### src/verilog/sys_protect_pkg.sv
// Package with offsets, reset values and encodings of the write-protect and USB-detect bank
package sys_protect_pkg;
  // Register byte offsets
  localparam logic [7:0] OFF_WATCHDOG_CONTROL   = 8'h00;
  localparam logic [7:0] OFF_WDT_ALT   = 8'h04;
  localparam logic [7:0] OFF_PRST      = 8'h08;
  localparam logic [7:0] OFF_FUSE_CTL  = 8'h0C;
  localparam logic [7:0] OFF_FUSE_TRG  = 8'h10;
  localparam logic [7:0] OFF_FUSE_PERM = 8'h14;
  localparam logic [7:0] OFF_WPCTL     = 8'h40;
  localparam logic [7:0] OFF_ROMSTAT   = 8'h44;
  localparam logic [7:0] OFF_CTRL0     = 8'h48;
  localparam logic [7:0] OFF_CTRL1     = 8'h4C;
  localparam logic [7:0] OFF_IRQ_STAT  = 8'h50;
  localparam logic [7:0] OFF_IRQ_MASK  = 8'h54;
  // Reset values
  localparam logic [31:0] RST_PROT     = 32'h0000_0000;
  localparam logic [31:0] RST_ROMSTAT  = 32'h0000_0000;
  localparam logic [31:0] RST_CTRL0    = 32'h3F3F_FFC0;
  localparam logic [31:0] RST_CTRL1    = 32'h0004_0004;
  localparam logic [15:0] RST_REMOVAL  = 16'h0004;
  localparam logic [15:0] CTRL1_UPPER  = 16'h0004;
  // Unlock key bytes, in order
  localparam logic [7:0] KEY_FIRST     = 8'h59;
  localparam logic [7:0] KEY_SECOND    = 8'h16;
  localparam logic [7:0] KEY_THIRD     = 8'h88;
  // Interrupt status bit positions
  localparam int IRQ_INSERT  = 0;
  localparam int IRQ_REMOVAL = 1;
  localparam int IRQ_UNLOCK  = 2;
  localparam int IRQ_BLOCKED = 3;
  localparam int IRQ_BITS    = 4;
  localparam int PROT_COUNT  = 6;
  // AXI responses
  localparam logic [1:0] RESP_OKAY   = 2'h0;
  localparam logic [1:0] RESP_SLVERR = 2'h2;

  typedef enum logic [1:0] {
    KEY_WAIT1 = 2'b00,
    KEY_WAIT2 = 2'b01,
    KEY_WAIT3 = 2'b10
  } key_state_t;

  typedef enum logic {
    LINE_QUALIFY = 1'b0,
    LINE_REMOVED = 1'b1
  } line_state_t;
endpackage : sys_protect_pkg

### src/verilog/sys_write_protect_usb_detect.sv
// Write-protect lock, protected registers and USB insertion detect behind AXI4-Lite
`timescale 1ns/1ps

module sys_write_protect_usb_detect #(
  parameter int ADDR_W = 8
) (
  input  wire logic              mclk,
  input  wire logic              reset_n,
  input  wire logic [ADDR_W-1:0] s_axi_awaddr,
  input  wire logic              s_axi_awvalid,
  output logic                   s_axi_awready,
  input  wire logic [31:0]       s_axi_wdata,
  input  wire logic [3:0]        s_axi_wstrb,
  input  wire logic              s_axi_wvalid,
  output logic                   s_axi_wready,
  output logic [1:0]             s_axi_bresp,
  output logic                   s_axi_bvalid,
  input  wire logic              s_axi_bready,
  input  wire logic [ADDR_W-1:0] s_axi_araddr,
  input  wire logic              s_axi_arvalid,
  output logic                   s_axi_arready,
  output logic [31:0]            s_axi_rdata,
  output logic [1:0]             s_axi_rresp,
  output logic                   s_axi_rvalid,
  input  wire logic              s_axi_rready,
  input  wire logic              usb_plus_line,
  input  wire logic              usb_minus_line,
  output logic [31:0]            watchdog_control,
  output logic [31:0]            watchdog_alt_control,
  output logic [31:0]            peripheral_reset_control,
  output logic [31:0]            fuse_control,
  output logic [31:0]            fuse_trigger,
  output logic [31:0]            fuse_flash_permission,
  output logic                   protection_disabled,
  output logic                   usb_insert_event,
  output logic                   irq
);

  ////////////////////////////////////////////////////////////////////////////
  // Bus slave: write channel capture
  logic [ADDR_W-1:0] aw_addr_reg;
  logic              aw_full_reg;
  logic [31:0]       w_data_reg;
  logic [3:0]        w_strb_reg;
  logic              w_full_reg;
  logic              bvalid_reg;
  logic [1:0]        bresp_reg;
  logic              do_write;
  logic [7:0]        wr_off;
  logic              wr_hit;

  assign s_axi_awready = ~aw_full_reg & ~bvalid_reg;
  assign s_axi_wready  = ~w_full_reg & ~bvalid_reg;
  assign s_axi_bvalid  = bvalid_reg;
  assign s_axi_bresp   = bresp_reg;
  // Address and data may arrive in either order
  assign do_write      = aw_full_reg & w_full_reg & ~bvalid_reg;
  assign wr_off        = 8'(aw_addr_reg);

  // Address holding register
  always_ff @(posedge mclk) begin
    if (!reset_n) begin
      aw_full_reg <= 1'b0;
      aw_addr_reg <= '0;
    end else if (s_axi_awvalid && s_axi_awready) begin
      aw_full_reg <= 1'b1;
      aw_addr_reg <= s_axi_awaddr;
    end else if (do_write) begin
      aw_full_reg <= 1'b0;
    end
  end

  // Data holding register
  always_ff @(posedge mclk) begin
    if (!reset_n) begin
      w_full_reg <= 1'b0;
      w_data_reg <= 32'h0000_0000;
      w_strb_reg <= 4'h0;
    end else if (s_axi_wvalid && s_axi_wready) begin
      w_full_reg <= 1'b1;
      w_data_reg <= s_axi_wdata;
      w_strb_reg <= s_axi_wstrb;
    end else if (do_write) begin
      w_full_reg <= 1'b0;
    end
  end

  // Write response, held until the master takes it
  always_ff @(posedge mclk) begin
    if (!reset_n) begin
      bvalid_reg <= 1'b0;
      bresp_reg  <= sys_protect_pkg::RESP_OKAY;
    end else if (do_write) begin
      bvalid_reg <= 1'b1;
      bresp_reg  <= wr_hit ? sys_protect_pkg::RESP_OKAY : sys_protect_pkg::RESP_SLVERR;
    end else if (s_axi_bready) begin
      bvalid_reg <= 1'b0;
    end
  end

  // Byte-lane merge of held write data into an old value
  function automatic logic [31:0] merge(input logic [31:0] old_v, input logic [31:0] new_v,
                                        input logic [3:0] strb);
    logic [31:0] r;
    r = old_v;
    for (int b = 0; b < 4; b++) begin
      if (strb[b]) begin
        r[b*8 +: 8] = new_v[b*8 +: 8];
      end
    end
    return r;
  endfunction : merge

  ////////////////////////////////////////////////////////////////////////////
  // Unlock key sequence
  sys_protect_pkg::key_state_t key_state_reg;
  logic                        unlocked_reg;
  logic                        key_write;
  logic [7:0]                  key_byte;
  logic                        unlock_pulse;

  // Key byte only counts when its lane is enabled
  assign key_write    = do_write && (wr_off == sys_protect_pkg::OFF_WPCTL) && w_strb_reg[0];
  assign key_byte     = w_data_reg[7:0];
  assign unlock_pulse = key_write && !unlocked_reg &&
                        (key_state_reg == sys_protect_pkg::KEY_WAIT3) &&
                        (key_byte == sys_protect_pkg::KEY_THIRD);
  assign protection_disabled = unlocked_reg;

  always_ff @(posedge mclk) begin
    if (!reset_n) begin
      key_state_reg <= sys_protect_pkg::KEY_WAIT1;
    end else if (key_write) begin
      unique case (key_state_reg)
        sys_protect_pkg::KEY_WAIT1: begin
          key_state_reg <= (key_byte == sys_protect_pkg::KEY_FIRST) ?
                           sys_protect_pkg::KEY_WAIT2 : sys_protect_pkg::KEY_WAIT1;
        end
        sys_protect_pkg::KEY_WAIT2: begin
          key_state_reg <= (key_byte == sys_protect_pkg::KEY_SECOND) ?
                           sys_protect_pkg::KEY_WAIT3 : sys_protect_pkg::KEY_WAIT1;
        end
        sys_protect_pkg::KEY_WAIT3: begin
          key_state_reg <= sys_protect_pkg::KEY_WAIT1;
        end
        default: begin
          key_state_reg <= sys_protect_pkg::KEY_WAIT1;
        end
      endcase
    end
  end

  // status set only by full key
  // Any key-field write while open closes the lock again
  always_ff @(posedge mclk) begin
    if (!reset_n) begin
      unlocked_reg <= 1'b0;
    end else if (unlock_pulse) begin
      unlocked_reg <= 1'b1;
    end else if (key_write) begin
      unlocked_reg <= 1'b0;
    end
  end

  ////////////////////////////////////////////////////////////////////////////
  // Protected registers
  localparam logic [7:0] PROT_OFF [sys_protect_pkg::PROT_COUNT] = '{
    sys_protect_pkg::OFF_WATCHDOG_CONTROL, sys_protect_pkg::OFF_WDT_ALT,
    sys_protect_pkg::OFF_PRST, sys_protect_pkg::OFF_FUSE_CTL,
    sys_protect_pkg::OFF_FUSE_TRG, sys_protect_pkg::OFF_FUSE_PERM
  };

  logic [31:0]                         prot_reg [sys_protect_pkg::PROT_COUNT];
  logic [sys_protect_pkg::PROT_COUNT-1:0] prot_hit;
  logic                                blocked_pulse;

  genvar gi;
  generate
    for (gi = 0; gi < sys_protect_pkg::PROT_COUNT; gi++) begin : g_prot
      assign prot_hit[gi] = (wr_off == PROT_OFF[gi]);
      always_ff @(posedge mclk) begin
        if (!reset_n) begin
          prot_reg[gi] <= sys_protect_pkg::RST_PROT;
        end else if (do_write && prot_hit[gi] && unlocked_reg) begin
          prot_reg[gi] <= merge(prot_reg[gi], w_data_reg, w_strb_reg);
        end
      end
    end
  endgenerate

  assign watchdog_control         = prot_reg[0];
  assign watchdog_alt_control     = prot_reg[1];
  assign peripheral_reset_control = prot_reg[2];
  assign fuse_control             = prot_reg[3];
  assign fuse_trigger             = prot_reg[4];
  assign fuse_flash_permission    = prot_reg[5];
  // A refused write still answers OKAY; only the status bit tells software
  assign blocked_pulse            = do_write && (|prot_hit) && !unlocked_reg;

  ////////////////////////////////////////////////////////////////////////////
  // Configuration and interrupt registers
  logic [15:0]                      removal_cycles_reg;
  logic [sys_protect_pkg::IRQ_BITS-1:0] irq_stat_reg;
  logic [sys_protect_pkg::IRQ_BITS-1:0] irq_mask_reg;
  logic [sys_protect_pkg::IRQ_BITS-1:0] irq_set;
  logic [sys_protect_pkg::IRQ_BITS-1:0] irq_clr;
  logic                             removal_pulse;

  // Only the low half of word 1 is writable
  always_ff @(posedge mclk) begin
    if (!reset_n) begin
      removal_cycles_reg <= sys_protect_pkg::RST_REMOVAL;
    end else if (do_write && wr_off == sys_protect_pkg::OFF_CTRL1) begin
      removal_cycles_reg <= 16'(merge({16'h0000, removal_cycles_reg}, w_data_reg, w_strb_reg));
    end
  end

  always_ff @(posedge mclk) begin
    if (!reset_n) begin
      irq_mask_reg <= '0;
    end else if (do_write && wr_off == sys_protect_pkg::OFF_IRQ_MASK && w_strb_reg[0]) begin
      irq_mask_reg <= w_data_reg[sys_protect_pkg::IRQ_BITS-1:0];
    end
  end

  assign irq_set[sys_protect_pkg::IRQ_INSERT]  = usb_insert_event;
  assign irq_set[sys_protect_pkg::IRQ_REMOVAL] = removal_pulse;
  assign irq_set[sys_protect_pkg::IRQ_UNLOCK]  = unlock_pulse;
  assign irq_set[sys_protect_pkg::IRQ_BLOCKED] = blocked_pulse;
  assign irq_clr = (do_write && wr_off == sys_protect_pkg::OFF_IRQ_STAT && w_strb_reg[0]) ?
                   w_data_reg[sys_protect_pkg::IRQ_BITS-1:0] : '0;

  // Sticky status, a new event beats a same-cycle clear
  always_ff @(posedge mclk) begin
    if (!reset_n) begin
      irq_stat_reg <= '0;
    end else begin
      irq_stat_reg <= (irq_stat_reg & ~irq_clr) | irq_set;
    end
  end

  assign irq = |(irq_stat_reg & irq_mask_reg);

  assign wr_hit = (|prot_hit) || wr_off == sys_protect_pkg::OFF_WPCTL ||
                  wr_off == sys_protect_pkg::OFF_ROMSTAT || wr_off == sys_protect_pkg::OFF_CTRL0 ||
                  wr_off == sys_protect_pkg::OFF_CTRL1 || wr_off == sys_protect_pkg::OFF_IRQ_STAT ||
                  wr_off == sys_protect_pkg::OFF_IRQ_MASK;

  ////////////////////////////////////////////////////////////////////////////
  // USB removal qualification and insertion detect
  sys_protect_pkg::line_state_t line_state_reg;
  logic [15:0]                  high_count_reg;
  logic                         both_high;
  logic                         both_low;

  assign both_high = usb_plus_line & usb_minus_line;
  assign both_low  = ~usb_plus_line & ~usb_minus_line;

  // uninterrupted high count
  // Counts block clock cycles; saturates so a long idle cannot wrap
  always_ff @(posedge mclk) begin
    if (!reset_n) begin
      high_count_reg <= 16'h0000;
    end else if (!both_high || line_state_reg == sys_protect_pkg::LINE_REMOVED) begin
      high_count_reg <= 16'h0000;
    end else if (high_count_reg != 16'hFFFF) begin
      high_count_reg <= high_count_reg + 16'h0001;
    end
  end

  assign removal_pulse = (line_state_reg == sys_protect_pkg::LINE_QUALIFY) && both_high &&
                         (high_count_reg >= removal_cycles_reg);

  always_ff @(posedge mclk) begin
    if (!reset_n) begin
      line_state_reg   <= sys_protect_pkg::LINE_QUALIFY;
      usb_insert_event <= 1'b0;
    end else begin
      usb_insert_event <= 1'b0;
      unique case (line_state_reg)
        sys_protect_pkg::LINE_QUALIFY: begin
          if (removal_pulse) begin
            line_state_reg <= sys_protect_pkg::LINE_REMOVED;
          end
        end
        sys_protect_pkg::LINE_REMOVED: begin
          if (both_low) begin
            line_state_reg   <= sys_protect_pkg::LINE_QUALIFY;
            usb_insert_event <= 1'b1;
          end
        end
      endcase
    end
  end

  ////////////////////////////////////////////////////////////////////////////
  // Bus slave: read channel
  logic        rvalid_reg;
  logic [31:0] rdata_reg;
  logic [1:0]  rresp_reg;
  logic [31:0] rd_value;
  logic        rd_hit;
  logic [7:0]  rd_off;

  assign s_axi_arready = ~rvalid_reg;
  assign s_axi_rvalid  = rvalid_reg;
  assign s_axi_rdata   = rdata_reg;
  assign s_axi_rresp   = rresp_reg;
  assign rd_off        = 8'(s_axi_araddr);

  // Read mux; key byte never reads back
  always_comb begin
    rd_value = 32'h0000_0000;
    rd_hit   = 1'b1;
    for (int i = 0; i < sys_protect_pkg::PROT_COUNT; i++) begin
      if (rd_off == PROT_OFF[i]) begin
        rd_value = prot_reg[i];
      end
    end
    if (rd_off == sys_protect_pkg::OFF_WPCTL) begin
      rd_value = {31'h0000_0000, unlocked_reg};
    end else if (rd_off == sys_protect_pkg::OFF_ROMSTAT) begin
      rd_value = sys_protect_pkg::RST_ROMSTAT;
    end else if (rd_off == sys_protect_pkg::OFF_CTRL0) begin
      rd_value = sys_protect_pkg::RST_CTRL0;
    end else if (rd_off == sys_protect_pkg::OFF_CTRL1) begin
      rd_value = {sys_protect_pkg::CTRL1_UPPER, removal_cycles_reg};
    end else if (rd_off == sys_protect_pkg::OFF_IRQ_STAT) begin
      rd_value = {28'h000_0000, irq_stat_reg};
    end else if (rd_off == sys_protect_pkg::OFF_IRQ_MASK) begin
      rd_value = {28'h000_0000, irq_mask_reg};
    end else if (!(|{rd_off == PROT_OFF[0], rd_off == PROT_OFF[1], rd_off == PROT_OFF[2],
                    rd_off == PROT_OFF[3], rd_off == PROT_OFF[4], rd_off == PROT_OFF[5]})) begin
      rd_hit = 1'b0;
    end
  end

  always_ff @(posedge mclk) begin
    if (!reset_n) begin
      rvalid_reg <= 1'b0;
      rdata_reg  <= 32'h0000_0000;
      rresp_reg  <= sys_protect_pkg::RESP_OKAY;
    end else if (s_axi_arvalid && s_axi_arready) begin
      rvalid_reg <= 1'b1;
      rdata_reg  <= rd_value;
      rresp_reg  <= rd_hit ? sys_protect_pkg::RESP_OKAY : sys_protect_pkg::RESP_SLVERR;
    end else if (s_axi_rready) begin
      rvalid_reg <= 1'b0;
    end
  end

endmodule : sys_write_protect_usb_detect

### config.mk
export PLATFORM = sky130hd
export DESIGN_NAME = sys_write_protect_usb_detect
export DESIGN_NICKNAME = d
export VERILOG_FILES = /design/src/verilog/sys_protect_pkg.sv /design/src/verilog/sys_write_protect_usb_detect.sv
export SDC_FILE = /design/constraint.sdc
export NUM_CORES = 1
export LEC_CHECK = 0
export ABC_AREA = 1
export BUFFER_PORTS_ARGS = -buffer_cell sky130_fd_sc_hd__buf_2
export CORE_ASPECT_RATIO = 0.75
export CORE_MARGIN = 2
export CORE_UTILIZATION = 55
export DETAILED_ROUTE_END_ITERATION = 10
export PLACE_DENSITY = 0.85
export SLEW_MARGIN = 10
export SYNTH_ARGS = -nofsm -noshare
export SYNTH_HDL_FRONTEND = slang
export SYNTH_SLANG_ARGS = --single-unit
### constraint.sdc
create_clock -name mclk -period 3.05 [get_ports mclk]
set_clock_uncertainty 0.2 [all_clocks]
set_input_delay 0.4575 -clock mclk [delete_from_list [all_inputs] [get_ports mclk]]
set_output_delay 0.4575 -clock mclk [all_outputs]
set_load 0.05 [all_outputs]
==> results of run 1 <==
[worst min-delay path, stage by stage]
cell and delay, ps:
buf_2 70, o21ai_0 90, a21oi_1 120
[cells in the final DEF (no fill, tap or decap), drive strengths merged, types with 2 or more instances in the layout]
cell,n
clkinv,9
ha,17
clkbuf,48
nand3,62
a21oi,145
xnor2,2
nand2,303
dfxtp,127
buf,337
nor3,12
conb,2
o21ai,141
nand4,19
edfxtp,192
dlygate4sd3,42
nor2,266
o211ai,19
clkinvlp,2
o22ai,8
a21o,2
xor2,5
inv,109
nor4,3
or2,21
[power breakdown]
group	switching, mW	internal [mW]	leakage (nW)	total, mW
Combinational	0.840	0.229	3.88	1.07
Sequential	0.110	4.71	3.02	4.82
Clock	1.68	2.31	0.523	3.99
Total	2.63	7.24	7.42	9.87
[through the flow]
stage	hold slack, ps	total power, mW	setup WS [ps]	cells	cell area, sq um
after floorplan	224	5.55	427	1540	14000
after global placement	239	5.89	463	2140	15900
after detailed placement	251	5.91	383	2140	15900
after CTS	0.259	9.83	346	2239	17400
after global routing	8.29	10.1	203	2240	17400
final	-2.33	9.87	297	2240	17400
[layout make-up]
class,instances,area share [%]
antenna,1,0.0144
timing repair buffer,379,12.7
sequential,319,47.8
tap,338,2.43
clock inverter,9,0.518
multi-input combinational,1034,28.4
clock buffer,48,5.63
inverter,112,2.45
[final timing paths]
kind	start	endpoint	slack (ps)	cells past startpoint
max	aw_addr_reg[4]$_SDFFE_PN0P_	prot_reg[0][18]$_SDFFCE_PN0P_	300	3
min	s_axi_awaddr[2]	aw_addr_reg[2]$_SDFFE_PN0P_	-2	3
max reg2reg	aw_addr_reg[4]$_SDFFE_PN0P_	prot_reg[0][18]$_SDFFCE_PN0P_	300	3
min reg2reg	s_axi_rdata[21]$_SDFFE_PN0P_	s_axi_rdata[21]$_SDFFE_PN0P_	260	2
[kinds of logic (layout without fill, tap and decap cells)]
family / Yosys count / in the layout
AOI/OAI and AO/OA: 320 / 320
xor gates and xnor gates: 7 / 7
adders and majority gates: 17 / 17
buffers and inverters: 187 / 548
DFF: 319 / 319
other: 1 / 3
and+or+nand+nor: 688 / 688
[Yosys cell counts, types with 2 or more instances]
| cell type | n | area, sq um |
|---|---|---|
| nand2_1 | 293 | 1100 |
| inv_2 | 10 | 37.5 |
| clkbuf_1 | 41 | 154 |
| nor3_4 | 2 | 32.5 |
| or2_2 | 10 | 62.6 |
| xnor2_1 | 2 | 17.5 |
| o21ai_0 | 121 | 606 |
| ha_1 | 17 | 213 |
| inv_4 | 2 | 12.5 |
| a21oi_1 | 145 | 726 |
| nor2_1 | 246 | 923 |
| dfxtp_1 | 127 | 2540 |
| or2_0 | 7 | 43.8 |
| nor4_1 | 3 | 18.8 |
| o21ai_1 | 20 | 100 |
| buf_6 | 2 | 22.5 |
| edfxtp_1 | 192 | 5770 |
| buf_4 | 10 | 75.1 |
| nor2_4 | 8 | 90.1 |
| clkinv_1 | 4 | 15.0 |
| nand2_2 | 7 | 43.8 |
| nor2_2 | 11 | 68.8 |
| o211ai_1 | 19 | 143 |
| nand3_1 | 59 | 295 |
| xor2_1 | 5 | 43.8 |
| or2_1 | 4 | 25.0 |
| a21o_1 | 2 | 15.0 |
| nand4_1 | 19 | 119 |
| nor3_1 | 9 | 45.0 |
| buf_2 | 21 | 105 |
| nand3_2 | 2 | 20.0 |
| inv_1 | 96 | 360 |
| nand2_4 | 3 | 33.8 |
| o22ai_1 | 8 | 50.1 |
[per-layer routing]
metal	up-vias	part of all wire, %	track usage [%]
met3	100	14	9.05
met5	-	0	0
met4	0	2.7	9.33
met1	6066	41	50.6
met2	984	42	49.9
li1	5844	-	-
==> impl_metrics.csv, run 1 <==
group,metric,value,unit
timing,fin_crit_sh,90.3,%
floorplan,die_h,142,um
yosys,syn_area_per_cell,9.12,sq um
drt,viasPerCell,5.80,
timing,setup_violations,0,
worst_setup_path,crit_family,"compound AO/OA/AOI/OAI gates",
cells_and_area,fillers,1876,
cts,cts.repair_timing.setup_buffer_count,0,
timing,fin_tns_setup,0,ps
drt,via_count,13000,
floorplan,die_w,188,um
yosys,synth_flop_cell,"edfxtp_1",
timing,rsz0062_at_grt,"false",
worst_setup_path,start_kind,"flop",
timing,worst_hold_slack,-2.33,ps
timing,fmax,0.363,GHz
cts,root_buffer,"clkbuf_16",
hold_path,holdCritPathClass,"input pin to flop",
cells_and_area,drive_gt1_share,23.5,%
global_route,grt_pass1_vias,11900,
cts,cts_inserted_buffers,31,
worst_setup_path,end_kind,"flop",
global_route,grt-ovfl-total,0,
status,status,"finished, violations left",
global_route,grt_max_degree,50,
yosys,synth_compound_gate_area_share,12.0,%
floorplan,die_area,0.0268,sq mm
cts,clkSinkCount,319,
status,failed_checks,"negative hold slack",
cells_and_area,largest_reg_flops,192,
placed_design,globalplace.congestion,0.990,
floorplan,coreArea,0.0250,sq mm
drt,route.detailed.drc,0,
worst_setup_path,worstPathCellList,"nor4_1 > nand3_1 > o21ai_0",
cts,clock_path_buffers,3,
cells_and_area,seqCellArea,0.00831,sq mm
cts,clk_pin_slew,60,ps
worst_setup_path,crit_fanout,8,
timing,period_minus_slack,2750,ps
yosys,syn_area,0.0140,sq mm
cts,insertion_delay,580,ps
flow_run,drv_cap,0,
yosys,synth_fa_ha_area_share,1.52,%
drt,wl_per_cell,21.0,um
placed_design,portBuffers,294,
yosys,synth_simple_gate_area_share,21.3,%
cts,cts_tree,"built",
cts,cts_hold_buf,42,
worst_setup_path,crit_arrival,2750,ps
power_and_ir_drop,p_per_area,568,mW/mm^2
drt,drtAntennaViolNets,0,
cells_and_area,fin_util,69.5,%
power_and_ir_drop,ir_drop,0.000452,V
worst_setup_path,crit_required,3050,ps
cts,cts_resized,0,
worst_setup_path,critPathKind,"flop to flop",
global_route,grt.total_usage,34.2,%
global_route,grt_pass1_wl,69600,um
cells_and_area,multi_input_area,0.00495,sq mm
yosys,yosysUniqueCellTypes,46,
yosys,yosys_warnings,0,
yosys,synthCells,1539,
timing,relSlewSlack,26.2,%
power_and_ir_drop,p_leak,7.42,nW
timing,finalHoldViolCount,1,
yosys,yosysSeqAreaShare,59.2,%
worst_setup_path,critPathSlowestCell,"o21ai_0",
yosys,ys_ff_latch,319,
placed_design,dpl.hpwl,34800,um
yosys,synth_mux_area_share,0,%
drt,wl,47000,um
timing,worst_pin_slew,1100,ps
worst_setup_path,timing.critical_path.buf_inv,0,
cells_and_area,fin_nets,1955,
floorplan,io_pins,297,
yosys,synth_top_family_by_area,"simple AND/OR/NAND/NOR gates",
yosys,synthXorXnorAreaFrac,0.437,%
drt,first_pass_iters,6,
cells_and_area,area_delta_synth_final,23.9,%
worst_setup_path,cp_slowest_stage_delay,950,ps
floorplan,num_rows,50,
yosys,synthArstFlopShare,0,%
floorplan,start_util,56.1,%
global_route,antenna_found_initial,1,
yosys,synth_edf_count,192,
timing,slew_viol_final,0,
cts,h-tree-depth,1,
drt,drtIter0Drc,1892,
(Power assumes the default switching activity.)
==> run 2, diff against run 1 <==
--- a/config.mk
+++ b/config.mk
@@ -5,9 +5,8 @@
 export SDC_FILE = /design/constraint.sdc
 export NUM_CORES = 1
 export LEC_CHECK = 0
-export ABC_AREA = 1
 export BUFFER_PORTS_ARGS = -buffer_cell sky130_fd_sc_hd__buf_2
-export CORE_ASPECT_RATIO = 0.75
+export CORE_ASPECT_RATIO = 0.9
 export CORE_MARGIN = 2
 export CORE_UTILIZATION = 55
 export DETAILED_ROUTE_END_ITERATION = 10
==> impl_metrics.csv, run 2 <==
group,metric,value,unit
status,status,"finished, final reports clean",
timing,rsz0062_at_grt,"false",
worst_setup_path,critPathLaunch,"s_axi_bvalid$_SDFFE_PN0P_",
placed_design,placed_area,0.0167,sq mm
cts,cts_resized,0,
floorplan,die_area,0.0283,sq mm
worst_setup_path,critPathKind,"flop to flop",
yosys,syn_area_per_cell,10.5,sq um
hold_path,worstHoldPathCells,3,
drt,via_count,13000,
cells_and_area,final_cell_mix,"buf_2, and2_1, nand2_1, edfxtp_1, dfxtp_1",
timing,worst_hold_slack,10.8,ps
cts,insertion_delay,510,ps
worst_setup_path,r2r_cells,6,
drt,wl,50500,um
timing,worst_pin_slew,1020,ps
drt,drtIter0Drc,2251,
worst_setup_path,crit_family,"simple AND/OR/NAND/NOR gates",
floorplan,start_util,56.4,%
drt,viasPerCell,6.21,
cts,clk_pin_slew,60,ps
drt,wl_per_cell,24.2,um
cells_and_area,final_common_cell,"buf_2",
placed_design,portBuffers,294,
placed_design,place_ws,391,ps
cts,cts_tree,"built",
yosys,ys_top_cells_by_area,"edfxtp_1, dfxtp_1, and2_1",
yosys,yosysUniqueCellTypes,70,
floorplan,die_h,160,um
yosys,synth_top_area_share,38.9,%
global_route,grt_max_degree,49,
global_route,grt-ovfl-total,0,
worst_setup_path,crit_fanout,24,
timing,period_minus_slack,2580,ps
timing,relSlewSlack,31.9,%
floorplan,num_rows,56,
worst_setup_path,critPathSlowestCell,"dfxtp_1",
floorplan,die_w,177,um
timing,fin_crit_sh,84.7,%
worst_setup_path,r2r_slack,470,ps
worst_setup_path,timing.rr.start,"s_axi_bvalid$_SDFFE_PN0P_",
placed_design,dp.cells,1992,
drt,first_pass_iters,9,
drt,route.detailed.drc,0,
power_and_ir_drop,design_power_total,10.5,mW
yosys,synth_area_leader_cell,"edfxtp_1",
power_and_ir_drop,p_per_area,573,mW/mm^2
cts,root_buffer,"clkbuf_16",
timing,fmax,0.387,GHz
cts,cts_inserted_buffers,34,
yosys,syn_area,0.0148,sq mm
drt,route.met3.wl,7010,um
timing,finalWorstSetupSlack,468,ps
worst_setup_path,worst-path-stages,6,
timing,fin_tns_setup,0,ps
hold_path,holdCritPathClass,"input pin to flop",
cells_and_area,fin_util,69.5,%
cells_and_area,finalNonFillerCells,2090,
worst_setup_path,timing.critical_path.buf_inv,1,
timing,finalHoldViolCount,0,
timing,setup_violations,0,
worst_setup_path,crit_arrival,2550,ps
worst_setup_path,cpMostUsedCell,"nand2_1",
drt,dr.max_layer_used,"met5",
power_and_ir_drop,ir_drop,0.000538,V
drt,met1Wirelength,18400,um
power_and_ir_drop,p_leak,7.40,nW
yosys,ys_ff_latch,319,
worst_setup_path,reg2reg_to,"prot_reg[2][16]$_SDFFCE_PN0P_",
flow_run,drv_cap,0,
worst_setup_path,start_kind,"flop",
cts,clock_path_buffers,3,
cts,clkSinkCount,319,
drt,drtAntennaViolNets,0,
global_route,grt.total_usage,34.9,%
global_route,grt_pass1_wl,74300,um
yosys,synth_edf_count,192,
yosys,yosysSeqAreaShare,56.1,%
floorplan,io_pins,297,
timing,slew_viol_final,0,
floorplan,coreArea,0.0263,sq mm
yosys,yosys_warnings,0,
yosys,synthCells,1413,
yosys,synth_flop_cell,"edfxtp_1",
yosys,synth_most_common_cell,"and2_1",
worst_setup_path,cp_slowest_stage_delay,360,ps
worst_setup_path,crit_required,3010,ps
cts,h-tree-depth,2,
placed_design,dpl.hpwl,35600,um
global_route,antenna_found_initial,1,
worst_setup_path,endpoint,"prot_reg[2][16]$_SDFFCE_PN0P_",
worst_setup_path,worstPathCellList,"and3b_1 > nand4b_1 > and4bb_1 > buf_4 > nand2_1 > nand2_1",
cells_and_area,final_area,0.0183,sq mm
yosys,synthArstFlopShare,0,%
cells_and_area,num_antenna_cells,0,
global_route,grt_pass1_vias,12400,
placed_design,globalplace.congestion,0.992,
cells_and_area,largest_reg_flops,192,
cts,cts.repair_timing.setup_buffer_count,0,
cells_and_area,area_delta_synth_final,23.3,%
drt,met2_length,22400,um
yosys,synth_commonest_cells,"and2_1, nand2_1, edfxtp_1, dfxtp_1, a21oi_1",
cells_and_area,drive_gt1_share,25.4,%
cells_and_area,fin_nets,1794,
worst_setup_path,end_kind,"flop",
cts,cts_hold_buf,36,
run 2: cell count changes in the layout (fill, tap and decap cells not counted), sizes merged, moves of 40 or more:
| cell | before | now |
|---|---|---|
| and2 | 1 | 208 |
| nand2 | 303 | 198 |
| a21oi | 145 | 105 |
| o21ai | 141 | 45 |
| inv | 109 | 29 |
| nor2 | 266 | 79 |
| nand3 | 62 | 21 |
| mux2i | 0 | 40 |
run 2: worst register-to-register path: cells and delay by family, from the launching register on:
family,cells,cell delay [ps]
buf+inv,1,310
simple gates,5,1370
flops,1,360
run 2: per-layer routing:
metal,GRT usage (%),up-vias
met1,47.4,6074
met3,8.55,196
li1,-,5644
met2,52.5,1066
met4,16.9,2
met5,0,-
run 2: area by class of cell:
type / count / area, sq um
Tap cell: 348 / 435
Timing Repair Buffer: 369 / 2180
Fill cell: 1852 / 8020
Multi-Input combinational cell: 965 / 6000
Clock buffer: 48 / 1030
Sequential cell: 319 / 8310
Clock inverter: 14 / 206
Inverter: 27 / 101
run 2: how the worst min path moves through the flow:
stage	start	to
floorplan	aw_addr_reg[5]$_SDFFE_PN0P_	aw_addr_reg[5]$_SDFFE_PN0P_
global placement	s_axi_rdata[30]$_SDFFE_PN0P_	s_axi_rdata[30]$_SDFFE_PN0P_
detailed placement	s_axi_rdata[30]$_SDFFE_PN0P_	s_axi_rdata[30]$_SDFFE_PN0P_
CTS	s_axi_wstrb[1]	w_strb_reg[1]$_SDFFE_PN0P_
global route	s_axi_wdata[31]	w_data_reg[31]$_SDFFE_PN0P_
finish	s_axi_wdata[30]	w_data_reg[30]$_SDFFE_PN0P_
run 2: logic make-up after synthesis:
logic type	Yosys count	share of synthesized area, %
mux	72	5.59
buf+inv	130	3.68
fa+ha+maj	17	1.44
simple gates	593	21.1
flops	319	56.1
other cells	1	0.0253
compound gates	270	11.4
xor+xnor	11	0.651
run 2: power by group:
group / internal, mW / switching [mW]
registers: 4.70 / 0.177
clock network: 2.79 / 1.72
logic: 0.267 / 0.805
total: 7.76 / 2.70
==> run 3, diff against run 2 <==
==> constraint.sdc (replaced) <==
create_clock -name mclk -period 2.5 [get_ports mclk]
set_clock_uncertainty 0.2 [all_clocks]
set_input_delay 0.375 -clock mclk [delete_from_list [all_inputs] [get_ports mclk]]
set_output_delay 0.375 -clock mclk [all_outputs]
set_load 0.05 [all_outputs]
==> impl_metrics.csv, run 3 (synthesis gave the netlist of run 2 again) <==
group,metric,value,unit
floorplan,io_pins,297,
drt,wl,51700,um
timing,relSlewSlack,59.4,%
timing,fin_crit_sh,96.0,%
placed_design,dpl.hpwl,36400,um
cts,clkSinkCount,319,
cells_and_area,final_area,0.0185,sq mm
timing,worst_pin_slew,608,ps
drt,wl_per_cell,24.2,um
cts,cts.repair_timing.setup_buffer_count,0,
worst_setup_path,r2r_slack,100,ps
timing,slew_viol_final,0,
flow_run,drv_cap,0,
timing,setup_violations,0,
worst_setup_path,worstPathCellList,"and3b_1 > nand4b_1 > and4bb_1 > buf_12 > nand2_1 > nand2_1",
cells_and_area,final_common_cell,"buf_2",
cells_and_area,area_delta_synth_final,25.2,%
cells_and_area,largest_reg_flops,192,
drt,drtIter0Drc,1914,
global_route,antenna_found_initial,1,
worst_setup_path,critPathKind,"flop to flop",
timing,period_minus_slack,2400,ps
cells_and_area,final_cell_mix,"buf_2, and2_1, nand2_1, edfxtp_1, dfxtp_1",
floorplan,die_w,177,um
worst_setup_path,timing.critical_path.buf_inv,1,
floorplan,coreArea,0.0263,sq mm
drt,first_pass_iters,8,
global_route,grt_pass1_wl,76800,um
power_and_ir_drop,p_leak,7.57,nW
worst_setup_path,cpMostUsedCell,"nand2_1",
status,status,"finished, final reports clean",
worst_setup_path,crit_family,"simple AND/OR/NAND/NOR gates",
hold_path,hold_start,"usb_plus_line",
floorplan,die_area,0.0283,sq mm
cts,root_buffer,"clkbuf_16",
worst_setup_path,end_kind,"flop",
placed_design,placed_area,0.0170,sq mm
worst_setup_path,r2r_cells,6,
drt,route.detailed.drc,0,
hold_path,worstHoldPathCells,3,
worst_setup_path,crit_required,2460,ps
placed_design,portBuffers,294,
cts,clk_pin_slew,60,ps
timing,finalHoldViolCount,0,
drt,drtAntennaViolNets,0,
global_route,grt_max_degree,47,
worst_setup_path,crit_arrival,2360,ps
global_route,grt_pass1_vias,12900,
drt,viasPerCell,6.28,
cts,h-tree-depth,2,
worst_setup_path,start_kind,"flop",
drt,via_count,13400,
hold_path,holdCritPathClass,"input pin to flop",
worst_setup_path,reg2reg_to,"prot_reg[2][9]$_SDFFCE_PN0P_",
worst_setup_path,cp_slowest_stage_delay,390,ps
timing,fin_tns_setup,0,ps
timing,worst_hold_slack,88.4,ps
floorplan,die_h,160,um
worst_setup_path,critPathSlowestCell,"dfxtp_1",
timing,rsz0062_at_grt,"false",
floorplan,num_rows,56,
worst_setup_path,timing.rr.start,"w_full_reg$_SDFFE_PN0P_",
global_route,grt.total_usage,35.9,%
timing,fmax,0.417,GHz
floorplan,start_util,56.4,%
cts,cts_tree,"built",
power_and_ir_drop,ir_drop,0.000470,V
cells_and_area,fin_nets,1841,
global_route,grt-ovfl-total,0,
power_and_ir_drop,p_per_area,666,mW/mm^2
worst_setup_path,crit_fanout,27,
cts,cts_inserted_buffers,34,
cells_and_area,drive_gt1_share,26.4,%
cts,clock_path_buffers,3,
cts,insertion_delay,520,ps
placed_design,globalplace.congestion,0.967,
hold_path,min_to,"line_state_reg$_SDFF_PN0_",
[run 3: report_power, final]
group | internal, mW | switching (mW)
Clock | 2.94 | 2.07
Sequential | 5.73 | 0.214
Combinational | 0.371 | 1.01
Total | 9.04 | 3.29
[run 3: how the worst max path moves through the flow]
stage / start / end / slack [ps] / depth (start not counted)
floorplan: s_axi_bvalid$_SDFFE_PN0P_ / prot_reg[5][0]$_SDFFCE_PN0P_ / 10 / 6
global placement: s_axi_araddr[5] / s_axi_rdata[16]$_SDFFE_PN0P_ / 120 / 6
detailed placement: s_axi_araddr[5] / s_axi_rdata[17]$_SDFFE_PN0P_ / 60 / 6
CTS: w_full_reg$_SDFFE_PN0P_ / prot_reg[1][16]$_SDFFCE_PN0P_ / 120 / 7
global route: w_full_reg$_SDFFE_PN0P_ / prot_reg[1][17]$_SDFFCE_PN0P_ / 20 / 7
finish: w_full_reg$_SDFFE_PN0P_ / prot_reg[2][9]$_SDFFCE_PN0P_ / 100 / 6
[run 3: final cells by class]
type                    count  area (sq um)
fillers                  1822          7740
clock inverters            11           108
multi-input cells         965          6000
clock buffers              50           983
diodes                      1          2.50
repair buffers            416          2600
flip-flops and latches    319          8310
inverters                  27           101
well taps                 348           435
[run 3: repair_timing]
| item | in CTS | in global routing |
|---|---|---|
| hold buffers | 48 | 0 |
| resized for setup | 0 | 1 |
| endpoints found under the setup margin | 0 | 1 |
| endpoints found under the hold margin | 47 | 0 |
[run 3: worst min-delay path, stage by stage]
cell and delay [ps]:
buf_2 140, a31oi_1 90, o21ai_0 150
[run 3: through the flow]
| stage | std cells | total power [mW] | worst slack, ps | util (%) |
|---|---|---|---|---|
| after detailed placement | 2027 | 7.33 | 63.3 | 64.6 |
| after floorplan | 1414 | 6.84 | 10.8 | - |
| after global placement | 2027 | 7.30 | 116 | 64.6 |
| final | 2137 | 12.3 | 101 | 70.6 |
| after global routing | 2136 | 12.6 | 15.0 | 70.5 |
| after CTS | 2136 | 12.3 | 117 | 70.5 |
[run 3: layer usage]
layer  up-vias  global-route usage (%)  wire, um
li1       5732                       -         -
met1      6291                    47.8     18300
met2      1173                    55.4     23200
met3       219                    9.36      7630
met4         2                    16.0      2530
met5         -                       0        18
